`src/scbc_cfg.svh`:
```
// Constants for the SDRAM clock-enable and bank state control block
`ifndef SCBC_CFG_SVH
`define SCBC_CFG_SVH
`define SCBC_CLK_MHZ 25
`define SCBC_ROW_CYCLE_NS 70
`define SCBC_ROW_CYCLE_CYC ((`SCBC_ROW_CYCLE_NS * `SCBC_CLK_MHZ + 999) / 1000)
`define SCBC_BANK_BIT 11
`define SCBC_AP_BIT 10
`define SCBC_COL_BITS 8
`define SCBC_ROW_BITS 11
`define SCBC_MRS_WAIT 2
`endif

```
`src/scbc_pkg.sv`:
```
// Types for the SDRAM clock-enable and bank state control block
package scbc_pkg;
  typedef enum logic [5:0] {
    BANK_IDLE = 6'h01,
    BANK_ACTIVE = 6'h02,
    BANK_READ = 6'h04,
    BANK_WRITE = 6'h08,
    BANK_READ_AP = 6'h10,
    BANK_WRITE_AP = 6'h20
  } scbc_bank_e;
  typedef enum logic [4:0] {
    PWR_NORMAL = 5'h01,
    PWR_SELF_REFRESH = 5'h02,
    PWR_SR_RECOVERY = 5'h04,
    PWR_POWER_DOWN = 5'h08,
    PWR_SUSPEND = 5'h10
  } scbc_pwr_e;
  typedef struct packed {
    logic cs_n;
    logic ras_n;
    logic cas_n;
    logic we_n;
    logic [11:0] addr;
  } scbc_cmd_s;
endpackage
```
`src/scbc_ctrl.sv`:
```
// Clock-enable power state and two-bank state tracking for an SDRAM
// Notes on behaviour
// Clock enable rising wakes inputs from self-refresh or power-down; low keeps it there
// Recovery with enable high and deselect or nop goes idle after row cycle time
// Recovery with enable falling and deselect or nop enters power-down next cycle
// Power-down left to idle when enable sampled low then high
// Both idle, refresh code with enable falling enters self-refresh
// Both idle, enable high twice: nop, activate/precharge, auto-refresh, mode set
// Other states with enable high twice decode normal bank commands
// Non-idle state, enable falling freezes operation from next cycle
// Enable rising in suspend resumes operation on following cycle
// Controller presents a defined command when lowering enable for suspend
// Controller honours enable setup time before commands after wake
// Each bank is idle, active, read, write, read-ap or write-ap; nop keeps
// Read: bank bit picks bank, ap bit picks auto-precharge; other burst ends
// Write: same selection; other bank burst cut back to row active
// Activate moves chosen idle bank to active, latching row address
// Precharge all idles both; single idles chosen; burst stop ends bursts without auto-precharge
// Column address taken from low pins only, ignoring address bits 8 and 9
// Controller issues mode set only with both idle, waits two cycles
// Controller keeps its own bank model; the host model checks only mode set against it, other commands pass unchecked
`timescale 1ns/100ps
`default_nettype none
`include "scbc_cfg.svh"
module scbc_ctrl
#(
  parameter int ROW_WAIT = `SCBC_ROW_CYCLE_CYC
)
(
  input wire logic clock,
  input wire logic srst,
  input wire logic cke,
  input wire scbc_pkg::scbc_cmd_s cmd,
  output logic [1:0] bank_idle,
  output logic [1:0] bank_active,
  output logic [1:0] bank_reading,
  output logic [1:0] bank_writing,
  output logic [1:0] bank_autoprecharge,
  output logic self_refresh,
  output logic power_down,
  output logic clock_suspended,
  output logic mode_set_pulse,
  output logic illegal_cmd,
  output logic [`SCBC_ROW_BITS-1:0] row_addr [2],
  output logic [`SCBC_COL_BITS-1:0] col_addr
);
  logic cke_prev_ff;
  logic [3:0] rc_cnt_ff;
  scbc_pkg::scbc_pwr_e pwr_ff;
  scbc_pkg::scbc_bank_e bank_ff [2];
  logic is_nop, is_act, is_rd, is_wr, is_pre, is_ref, is_mrs, is_bst, both_idle, run;
  logic is_quiet;
  logic sel;

  // Command decode from the pin group
  assign is_nop = cmd.cs_n | (cmd.ras_n & cmd.cas_n & cmd.we_n);
  assign is_bst = !cmd.cs_n & cmd.ras_n & cmd.cas_n & !cmd.we_n;
  assign is_rd = !cmd.cs_n & cmd.ras_n & !cmd.cas_n & cmd.we_n;
  assign is_wr = !cmd.cs_n & cmd.ras_n & !cmd.cas_n & !cmd.we_n;
  assign is_act = !cmd.cs_n & !cmd.ras_n & cmd.cas_n & cmd.we_n;
  assign is_pre = !cmd.cs_n & !cmd.ras_n & cmd.cas_n & !cmd.we_n;
  assign is_ref = !cmd.cs_n & !cmd.ras_n & !cmd.cas_n & cmd.we_n;
  assign is_mrs = !cmd.cs_n & !cmd.ras_n & !cmd.cas_n & !cmd.we_n;
  assign is_quiet = cmd.cs_n | (cmd.ras_n & cmd.cas_n); // Write-enable ignored around recovery
  assign sel = cmd.addr[`SCBC_BANK_BIT];
  assign both_idle = (bank_ff[0] == scbc_pkg::BANK_IDLE) && (bank_ff[1] == scbc_pkg::BANK_IDLE);
  // Commands act only with enable high in both sampled cycles and no low-power mode
  assign run = (pwr_ff == scbc_pkg::PWR_NORMAL) && cke_prev_ff && cke;

  // Previous-cycle enable sample; the wake itself is the synchronous edge
  // here, since the pad-level asynchronous wake sits outside this logic
  always_ff @(posedge clock)
  begin
    if (srst)
      cke_prev_ff <= 1'b0;
    else
      cke_prev_ff <= cke;
  end

  // Power state sequencing
  always_ff @(posedge clock)
  begin
    if (srst)
    begin
      pwr_ff <= scbc_pkg::PWR_NORMAL;
      rc_cnt_ff <= 4'h0;
    end
    else
    begin
      case (pwr_ff)
        scbc_pkg::PWR_NORMAL:
        begin
          if (cke_prev_ff && !cke)
          begin
            if (both_idle && is_ref)
              pwr_ff <= scbc_pkg::PWR_SELF_REFRESH;
            else if (both_idle)
              pwr_ff <= scbc_pkg::PWR_POWER_DOWN;
            else
              pwr_ff <= scbc_pkg::PWR_SUSPEND;
          end
        end
        scbc_pkg::PWR_SELF_REFRESH:
        begin
          if (!cke_prev_ff && cke)
          begin
            pwr_ff <= scbc_pkg::PWR_SR_RECOVERY;
            rc_cnt_ff <= 4'(ROW_WAIT);
          end
        end
        scbc_pkg::PWR_SR_RECOVERY:
        begin
          if (cke_prev_ff && !cke && is_quiet)
            pwr_ff <= scbc_pkg::PWR_POWER_DOWN;
          else if (cke_prev_ff && cke && is_quiet)
          begin
            if (rc_cnt_ff <= 4'h1)
              pwr_ff <= scbc_pkg::PWR_NORMAL;
            else
              rc_cnt_ff <= rc_cnt_ff - 4'h1;
          end
        end
        scbc_pkg::PWR_POWER_DOWN:
        begin
          if (!cke_prev_ff && cke)
            pwr_ff <= scbc_pkg::PWR_NORMAL;
        end
        scbc_pkg::PWR_SUSPEND:
        begin
          if (cke)
            pwr_ff <= scbc_pkg::PWR_NORMAL;
        end
        default:
          pwr_ff <= scbc_pkg::PWR_NORMAL;
      endcase
    end
  end

  // Illegal command flag; one cycle, registered
  always_ff @(posedge clock)
  begin
    if (srst)
      illegal_cmd <= 1'b0;
    else if (pwr_ff == scbc_pkg::PWR_SELF_REFRESH)
      illegal_cmd <= !cke_prev_ff && cke && !is_quiet;
    else if (pwr_ff == scbc_pkg::PWR_SR_RECOVERY)
      illegal_cmd <= cke_prev_ff && !is_quiet;
    else if (run && is_mrs)
      illegal_cmd <= !both_idle;
    else
      illegal_cmd <= 1'b0;
  end

  // Per-bank state: a command on the other bank may end this bank's burst
  for (genvar b = 0; b < 2; b++)
  begin : g_bank
    always_ff @(posedge clock)
    begin
      if (srst)
      begin
        bank_ff[b] <= scbc_pkg::BANK_IDLE;
        row_addr[b] <= '0;
      end
      else if (run && !is_nop)
      begin
        if (is_act && sel == 1'(b) && bank_ff[b] == scbc_pkg::BANK_IDLE)
        begin
          bank_ff[b] <= scbc_pkg::BANK_ACTIVE;
          row_addr[b] <= cmd.addr[`SCBC_ROW_BITS-1:0];
        end
        else if ((is_rd || is_wr) && bank_ff[b] != scbc_pkg::BANK_IDLE)
        begin
          if (sel == 1'(b))
          begin
            if (is_rd)
              bank_ff[b] <= cmd.addr[`SCBC_AP_BIT] ? scbc_pkg::BANK_READ_AP
                                                  : scbc_pkg::BANK_READ;
            else
              bank_ff[b] <= cmd.addr[`SCBC_AP_BIT] ? scbc_pkg::BANK_WRITE_AP
                                                  : scbc_pkg::BANK_WRITE;
          end
          else
            bank_ff[b] <= scbc_pkg::BANK_ACTIVE; // see R13, auto-precharge bursts cut too
        end
        else if (is_pre && (cmd.addr[`SCBC_AP_BIT] || sel == 1'(b)))
          bank_ff[b] <= scbc_pkg::BANK_IDLE;
        else if (is_bst && (bank_ff[b] == scbc_pkg::BANK_READ ||
                            bank_ff[b] == scbc_pkg::BANK_WRITE))
          bank_ff[b] <= scbc_pkg::BANK_ACTIVE;
      end
    end
  end

  // Column latch and mode-set pulse; the mode word is not kept, nothing here reads it
  always_ff @(posedge clock)
  begin
    if (srst)
    begin
      col_addr <= '0;
      mode_set_pulse <= 1'b0;
    end
    else
    begin
      mode_set_pulse <= run && is_mrs && both_idle;
      if (run && (is_rd || is_wr))
        col_addr <= cmd.addr[`SCBC_COL_BITS-1:0];
    end
  end

  // Registered status copies of internal state
  always_ff @(posedge clock)
  begin
    if (srst)
    begin
      bank_idle <= 2'h3;
      bank_active <= 2'h0;
      bank_reading <= 2'h0;
      bank_writing <= 2'h0;
      bank_autoprecharge <= 2'h0;
      self_refresh <= 1'b0;
      power_down <= 1'b0;
      clock_suspended <= 1'b0;
    end
    else
    begin
      for (int i = 0; i < 2; i++)
      begin
        bank_idle[i] <= bank_ff[i] == scbc_pkg::BANK_IDLE;
        bank_active[i] <= bank_ff[i] == scbc_pkg::BANK_ACTIVE;
        bank_reading[i] <= bank_ff[i] inside {scbc_pkg::BANK_READ, scbc_pkg::BANK_READ_AP};
        bank_writing[i] <= bank_ff[i] inside {scbc_pkg::BANK_WRITE, scbc_pkg::BANK_WRITE_AP};
        bank_autoprecharge[i] <= bank_ff[i] inside {scbc_pkg::BANK_READ_AP,
                                                    scbc_pkg::BANK_WRITE_AP};
      end
      self_refresh <= pwr_ff == scbc_pkg::PWR_SELF_REFRESH;
      power_down <= pwr_ff == scbc_pkg::PWR_POWER_DOWN;
      clock_suspended <= pwr_ff == scbc_pkg::PWR_SUSPEND;
    end
  end

  a_sr_entry: assert property (@(posedge clock) disable iff (srst)
    (pwr_ff == scbc_pkg::PWR_NORMAL && both_idle && cke_prev_ff && !cke && is_ref)
    |=> pwr_ff == scbc_pkg::PWR_SELF_REFRESH) else $error("self-refresh not entered");
  a_sr_hold: assert property (@(posedge clock) disable iff (srst)
    (pwr_ff == scbc_pkg::PWR_SELF_REFRESH && !cke) |=> pwr_ff == scbc_pkg::PWR_SELF_REFRESH)
    else $error("self-refresh left while enable low");
  a_pd_exit: assert property (@(posedge clock) disable iff (srst)
    (pwr_ff == scbc_pkg::PWR_POWER_DOWN && !cke_prev_ff && cke) |=> pwr_ff == scbc_pkg::PWR_NORMAL)
    else $error("power-down not ended");
  a_rec_pd: assert property (@(posedge clock) disable iff (srst)
    (pwr_ff == scbc_pkg::PWR_SR_RECOVERY && cke_prev_ff && !cke && is_nop)
    |=> pwr_ff == scbc_pkg::PWR_POWER_DOWN) else $error("recovery to power-down missed");
  a_suspend_in: assert property (@(posedge clock) disable iff (srst)
    (pwr_ff == scbc_pkg::PWR_NORMAL && !both_idle && cke_prev_ff && !cke)
    |=> pwr_ff == scbc_pkg::PWR_SUSPEND)
    else $error("suspend not entered");
  a_suspend_out: assert property (@(posedge clock) disable iff (srst)
    (pwr_ff == scbc_pkg::PWR_SUSPEND && cke) |=> pwr_ff == scbc_pkg::PWR_NORMAL)
    else $error("suspend not ended");
  a_act_bank: assert property (@(posedge clock) disable iff (srst)
    (run && is_act && !sel && bank_ff[0] == scbc_pkg::BANK_IDLE)
    |=> bank_ff[0] == scbc_pkg::BANK_ACTIVE &&
    row_addr[0] == $past(cmd.addr[`SCBC_ROW_BITS-1:0]))
    else $error("activate bank 0 failed");
  a_pre_all: assert property (@(posedge clock) disable iff (srst)
    (run && is_pre && cmd.addr[`SCBC_AP_BIT]) |=> both_idle) else $error("precharge all failed");
  a_nop_keep: assert property (@(posedge clock) disable iff (srst)
    (run && is_nop) |=> $stable(bank_ff[1]) && $stable(bank_ff[0]))
    else $error("bank changed on nop");
  a_rd_ap: assert property (@(posedge clock) disable iff (srst)
    (run && is_rd && sel && cmd.addr[`SCBC_AP_BIT] && bank_ff[1] != scbc_pkg::BANK_IDLE)
    |=> bank_ff[1] == scbc_pkg::BANK_READ_AP) else $error("read-ap bank 1 failed");
  a_col_low: assert property (@(posedge clock) disable iff (srst)
    (run && is_wr) |=> col_addr == $past(cmd.addr[`SCBC_COL_BITS-1:0]))
    else $error("column latch wrong");
endmodule
`default_nettype wire

```
`config.mk`:
```
export PLATFORM = sky130hd
export DESIGN_NAME = scbc_ctrl
export DESIGN_NICKNAME = d
export VERILOG_FILES = /design/src/scbc_pkg.sv /design/src/scbc_ctrl.sv
export VERILOG_INCLUDE_DIRS = /design/src
export SDC_FILE = /design/constraint.sdc
export NUM_CORES = 1
export LEC_CHECK = 0
export CAP_MARGIN = 20
export CORE_MARGIN = 4
export CORE_UTILIZATION = 55
export DETAILED_ROUTE_END_ITERATION = 12
export DONT_BUFFER_PORTS = 1
export GPL_TIMING_DRIVEN = 0
export PLACE_DENSITY_LB_ADDON = 0.05
export SYNTH_ARGS = -nofsm -noshare
export SYNTH_HDL_FRONTEND = slang
export SYNTH_SLANG_ARGS = --single-unit
```
`constraint.sdc`:
```
create_clock -name clock -period 2.95 [get_ports clock]
set_input_delay 0.7375 -clock clock [delete_from_list [all_inputs] [get_ports clock]]
set_output_delay 0.7375 -clock clock [all_outputs]
set_load 0.01 [all_outputs]
```
Yosys cells after proc, flatten, opt, wreduce, memory -nomap -nowiden --
Memory sizes are Yosys's and may differ from the RTL's. Cells that the tools add are included.
Operators by class: equality and inequality tests 28, bitwise operators 30, mux-type cells 106, reduce and logical (&&, ||, !) cells 50, order comparisons 1, add/sub/neg operators 1
Operator list (count):
- 2-to-1 mux 6 bit | 13
- 2-to-1 mux 1 bit | 77
- 2-to-1 mux 5 bit | 10
- logical AND 1 bit | 25
- one-hot mux 5 bit (5 select lines) | 1
- 2-to-1 mux 4 bit | 4
- bitwise AND 1 bit | 15
- bitwise OR 1 bit | 14
- nonzero test 2 bit | 7
- equality test 6 x 1 -> 1 bit, second input constant | 2
- equality test 6 x 2 -> 1 bit, second input constant | 2
- equality test 6 x 3 -> 1 bit, second input constant | 2
- equality test 6 x 4 -> 1 bit, second input constant | 2
- equality test 6 x 5 -> 1 bit, second input constant | 2
- equality test 6 bit, second input constant | 2
- inequality test 2 bit, second input constant | 6
- inequality test 6 x 1 -> 1 bit, second input constant | 2
- logical NOT 1 bit | 9
- one-hot mux 4 bit (2 select lines) | 1
- inequality test 3 bit, second input constant | 2
- AND reduction 6 bit | 1
- equality test 5 x 1 -> 1 bit, second input constant | 1
- equality test 5 x 2 -> 1 bit, second input constant | 1
- equality test 5 x 3 -> 1 bit, second input constant | 1
- other kinds (9) | 14
Storage, ports and cells: output and inout bits 45, RAM bits 12, memories kept 1, register bits 55
Memories:
- bank_ff | words 2, bits a word 6, rd ports 2, clocked after Yosys merged registers in 0, write ports 2, line scbc_ctrl.sv:50 | scbc_pkg::scbc_bank_e bank_ff [2];

Longest topological paths before layout --
depth in word-level cells 16, depth in mapped cells 8, depth with buffers taken out 7

Worst setup path after synthesis --
Ideal clock, no wire load.
path kind input to register, start point input cmd[13] (netlist bit), end point memory bank_ff[0][0] (netlist bit) (enable), path buffers 1, library setup time 0.360 ns, stages 6, data required time 2.590 ns, slack 0.355 ns, arrival time 2.235 ns, path through clkbuf_1 or3b_2 a311o_1 nand2_1 a31oi_1 o21bai_1
RTL lines:
- from (decl) | line scbc_ctrl.sv:33 | input wire scbc_pkg::scbc_cmd_s cmd,
- to (decl) | line scbc_ctrl.sv:50

==> impl_metrics.ini <==
[outcome]
outcome = finished, final reports clean

[logic_synthesis]
ys_types = 47
synth_compound_area_share_pct = 8.55
synth_area_um2 = 2970
synthMuxAreaShare_pct = 10.1
yosys-top-cells-area = dfxtp_1 (37%), edfxtp_1 (12%), mux2i_1 (10%), nor2_1 (5.9%), nor4_1 (2.7%)
ys_warn_count = 0
ys_ff_latch = 67
synthAdderAreaFrac_pct = 0.842
synth_top_family_by_area = simple AND/OR/NAND/NOR gates
synth-edff-count = 12
synthXorXnorAreaFrac_pct = 2.95
synth_top_area_share_pct = 37.1
ys.flop_type = dfxtp_1
yosys.area_share.simple_pct = 24.2
yosysTopAreaCell = dfxtp_1
yosysSeqAreaShare_pct = 49.2
synthesis.nets = 324
async_flop_share_pct = 0
syn_area_per_cell_um2 = 9.80
netlist_instances = 303

[cts]
cts_hold_buffers = 0
postCtsSetupBuffers = 0
clockBufferDepth = 2
ctsResizeCount = 0
clkTransAtPathRegs_ps = 70
cts_inserted_buffers = 9
cts_root_buf = clkbuf_8
insertion_delay_ps = 340
tritoncts = yes
clock_sinks = 67
h-tree-depth = 3

[timing]
setup_viol = 0
rsz0062_at_grt = false
finalHoldViolCount = 0
skew_ps = 8.79
worst_slew_pin_slew_ps = 586
fin_crit_sh_pct = 87.4
slew_headroom_pct = 61.0
finalMaxSlewViolations = 0
post-route-min-period_ps = 2580
fmax_ghz = 0.388
fin_tns_setup_ps = 0

[drt]
drc = 0
drtPass1Iterations = 4
detail_route.wl_per_cell_um = 16.6
num_vias = 2263
vias_per_cell = 5.82
ant_nets = 0
routed_wl_um = 6470
drt_iter0_markers = 161

[cells_and_area]
fin_cells = 389
diodes = 0
syn2layout_area_growth_pct = 10.2
mostFrequentLayoutCells = dfxtp_1 (55), nor2_1 (47), mux2i_1 (30)
final_common_cell = dfxtp_1
layout-drive-gt1-share_pct = 9.40
nNetsFinal = 335

[global_routing]
grt_usage_pct = 21.0
grt_pass1_vias = 2183
grt_first_pass_wirelength_um = 10600
overflow = 0
antenna_found_initial = 0
grt_start_max_net_pins = 14

[worst_setup_path]
path_buf_inv = 1
slowest_stage = or3b_2
critPathMaxFanout = 9
crit_chain = clkbuf_1 > or3b_2 > a311o_1 > nand2_1 > a31oi_1 > o21bai_1
worstPathRequired_ps = 2930
critPathMaxStageDelay_ps = 550
crit_type = in2reg
end_kind = flip-flop
crit_path_start_kind = input port
critPathArrivalTime_ps = 2560
critical_path.top_delay_family = compound AO/OA/AOI/OAI gates

[power_and_ir_drop]
p_leak_uw = 0.00128
power.total_uw = 1920
cellPowerDensity_nw_per_um2 = 587
ir_drop_mv = 0.374

[die]
die_w_um = 81.5
start_util_pct = 57.4
die_height_um = 81.5
dieArea_um2 = 6640
rows = 26
core_region_area_um2 = 5170
io_pins = 64

[placement]
io_buffer_count = 0
place_congestion = 0.808
dp_hpwl_um = 4680
dp.cells = 373

[worst_hold_path]
worstHoldPathType = reg2reg

[flow_run]
max_cap_viol_count = 0
## final timing paths
| check | from | end | slack [ps] | cells after the start |
|---|---|---|---|---|
| setup / recovery | cmd[13] | bank_ff[0][2] | 370 | 6 |
| hold / removal | rc_cnt_ff[1] | rc_cnt_ff[1] | 520 | 2 |
| setup reg to reg | bank_ff[0][3] | bank_ff[0][0] | 500 | 7 |
| hold reg to reg | rc_cnt_ff[1] | rc_cnt_ff[1] | 520 | 2 |
## logic make-up (layout without fill, tap and decap cells)
logic type / after synthesis / after routing
buffers and inverters: 27 / 43
adder cells (fa/ha/maj): 2 / 2
flip-flops: 67 / 67
XOR/XNOR: 10 / 10
AND/OR/NAND/NOR: 131 / 131
AO/OA/AOI/OAI: 36 / 36
multiplexers: 30 / 30
## state kept, by name, indices dropped and copies added, names as in the netlist
| name | cells |
|---|---|
| row_addr | 22 |
| pwr_ff | 5 |
| power_down | 1 |
| bank_ff | 12 |
| cke_prev_ff | 1 |
| bank_active | 2 |
| col_addr | 8 |
| bank_writing | 2 |
| bank_idle | 2 |
| clock_suspended | 1 |
| rc_cnt_ff | 4 |
| bank_reading | 2 |
| self_refresh | 1 |
| mode_set_pulse | 1 |
| bank_autoprecharge | 2 |
| illegal_cmd | 1 |
## per-layer routing
layer	routed length, um	share of wire, %	vias up	GRT usage, %
met5	0	0	-	0
met4	85	1.3	0	7.60
met3	470	7.3	10	6.91
met2	3260	50	67	34.3
met1	2660	41	1072	25.8
li1	-	-	1114	-
## cell usage after synthesis (2+ instances only)
library cell and instances:
or4b_1 2, nand2b_1 4, and3_1 3, nand2_1 10
buf_6 2, or3_1 6, nor2b_1 6, nor4_1 13
a211oi_1 4, ha_1 2, nor2_1 47, buf_2 3
nand4b_1 4, xor2_1 4, clkbuf_1 15, nor3_1 9
mux2i_1 30, a21oi_1 8, dfxtp_1 55, o32ai_1 2
nand4_1 4, o21ai_0 5, or2_2 3, a31oi_1 3
inv_1 5, nor4b_1 6, a311o_1 2, a221oi_1 2
edfxtp_1 12, nand3_1 7, xnor2_1 6, a21o_1 4
## cell type report
cell class,count,area [um2]
buffer,22,105
clock buffer,10,149
clock inverter,6,67.6
fill,437,1900
inverter,5,18.8
multi-input combinational,209,1390
sequential,67,1460
tap,70,87.6
## worst min-delay path: cells and delay by family, from the launching register on
kind / cells / cell delay, ps
flops: 1 / 320
simple gates: 1 / 100
compound gates: 1 / 50
## power breakdown
group	total, uW	internal, uW	switching, uW	leakage [uW]
logic	149	51.9	97.5	0.000602
registers	960	944	15.5	0.000561
clock network	812	448	364	0.000113
## through the flow
stage	utilization, %	hold WS [ps]	cell area [um2]	setup WS [ps]
global placement	59.1	501	3060	96.7
finish	63.3	524	3270	371
CTS	63.3	519	3270	406
detailed placement	59.1	513	3060	62.6
global route	63.3	530	3270	289
floorplan	-	482	2970	355
Note: power is estimated with default switching activity, not from simulation.
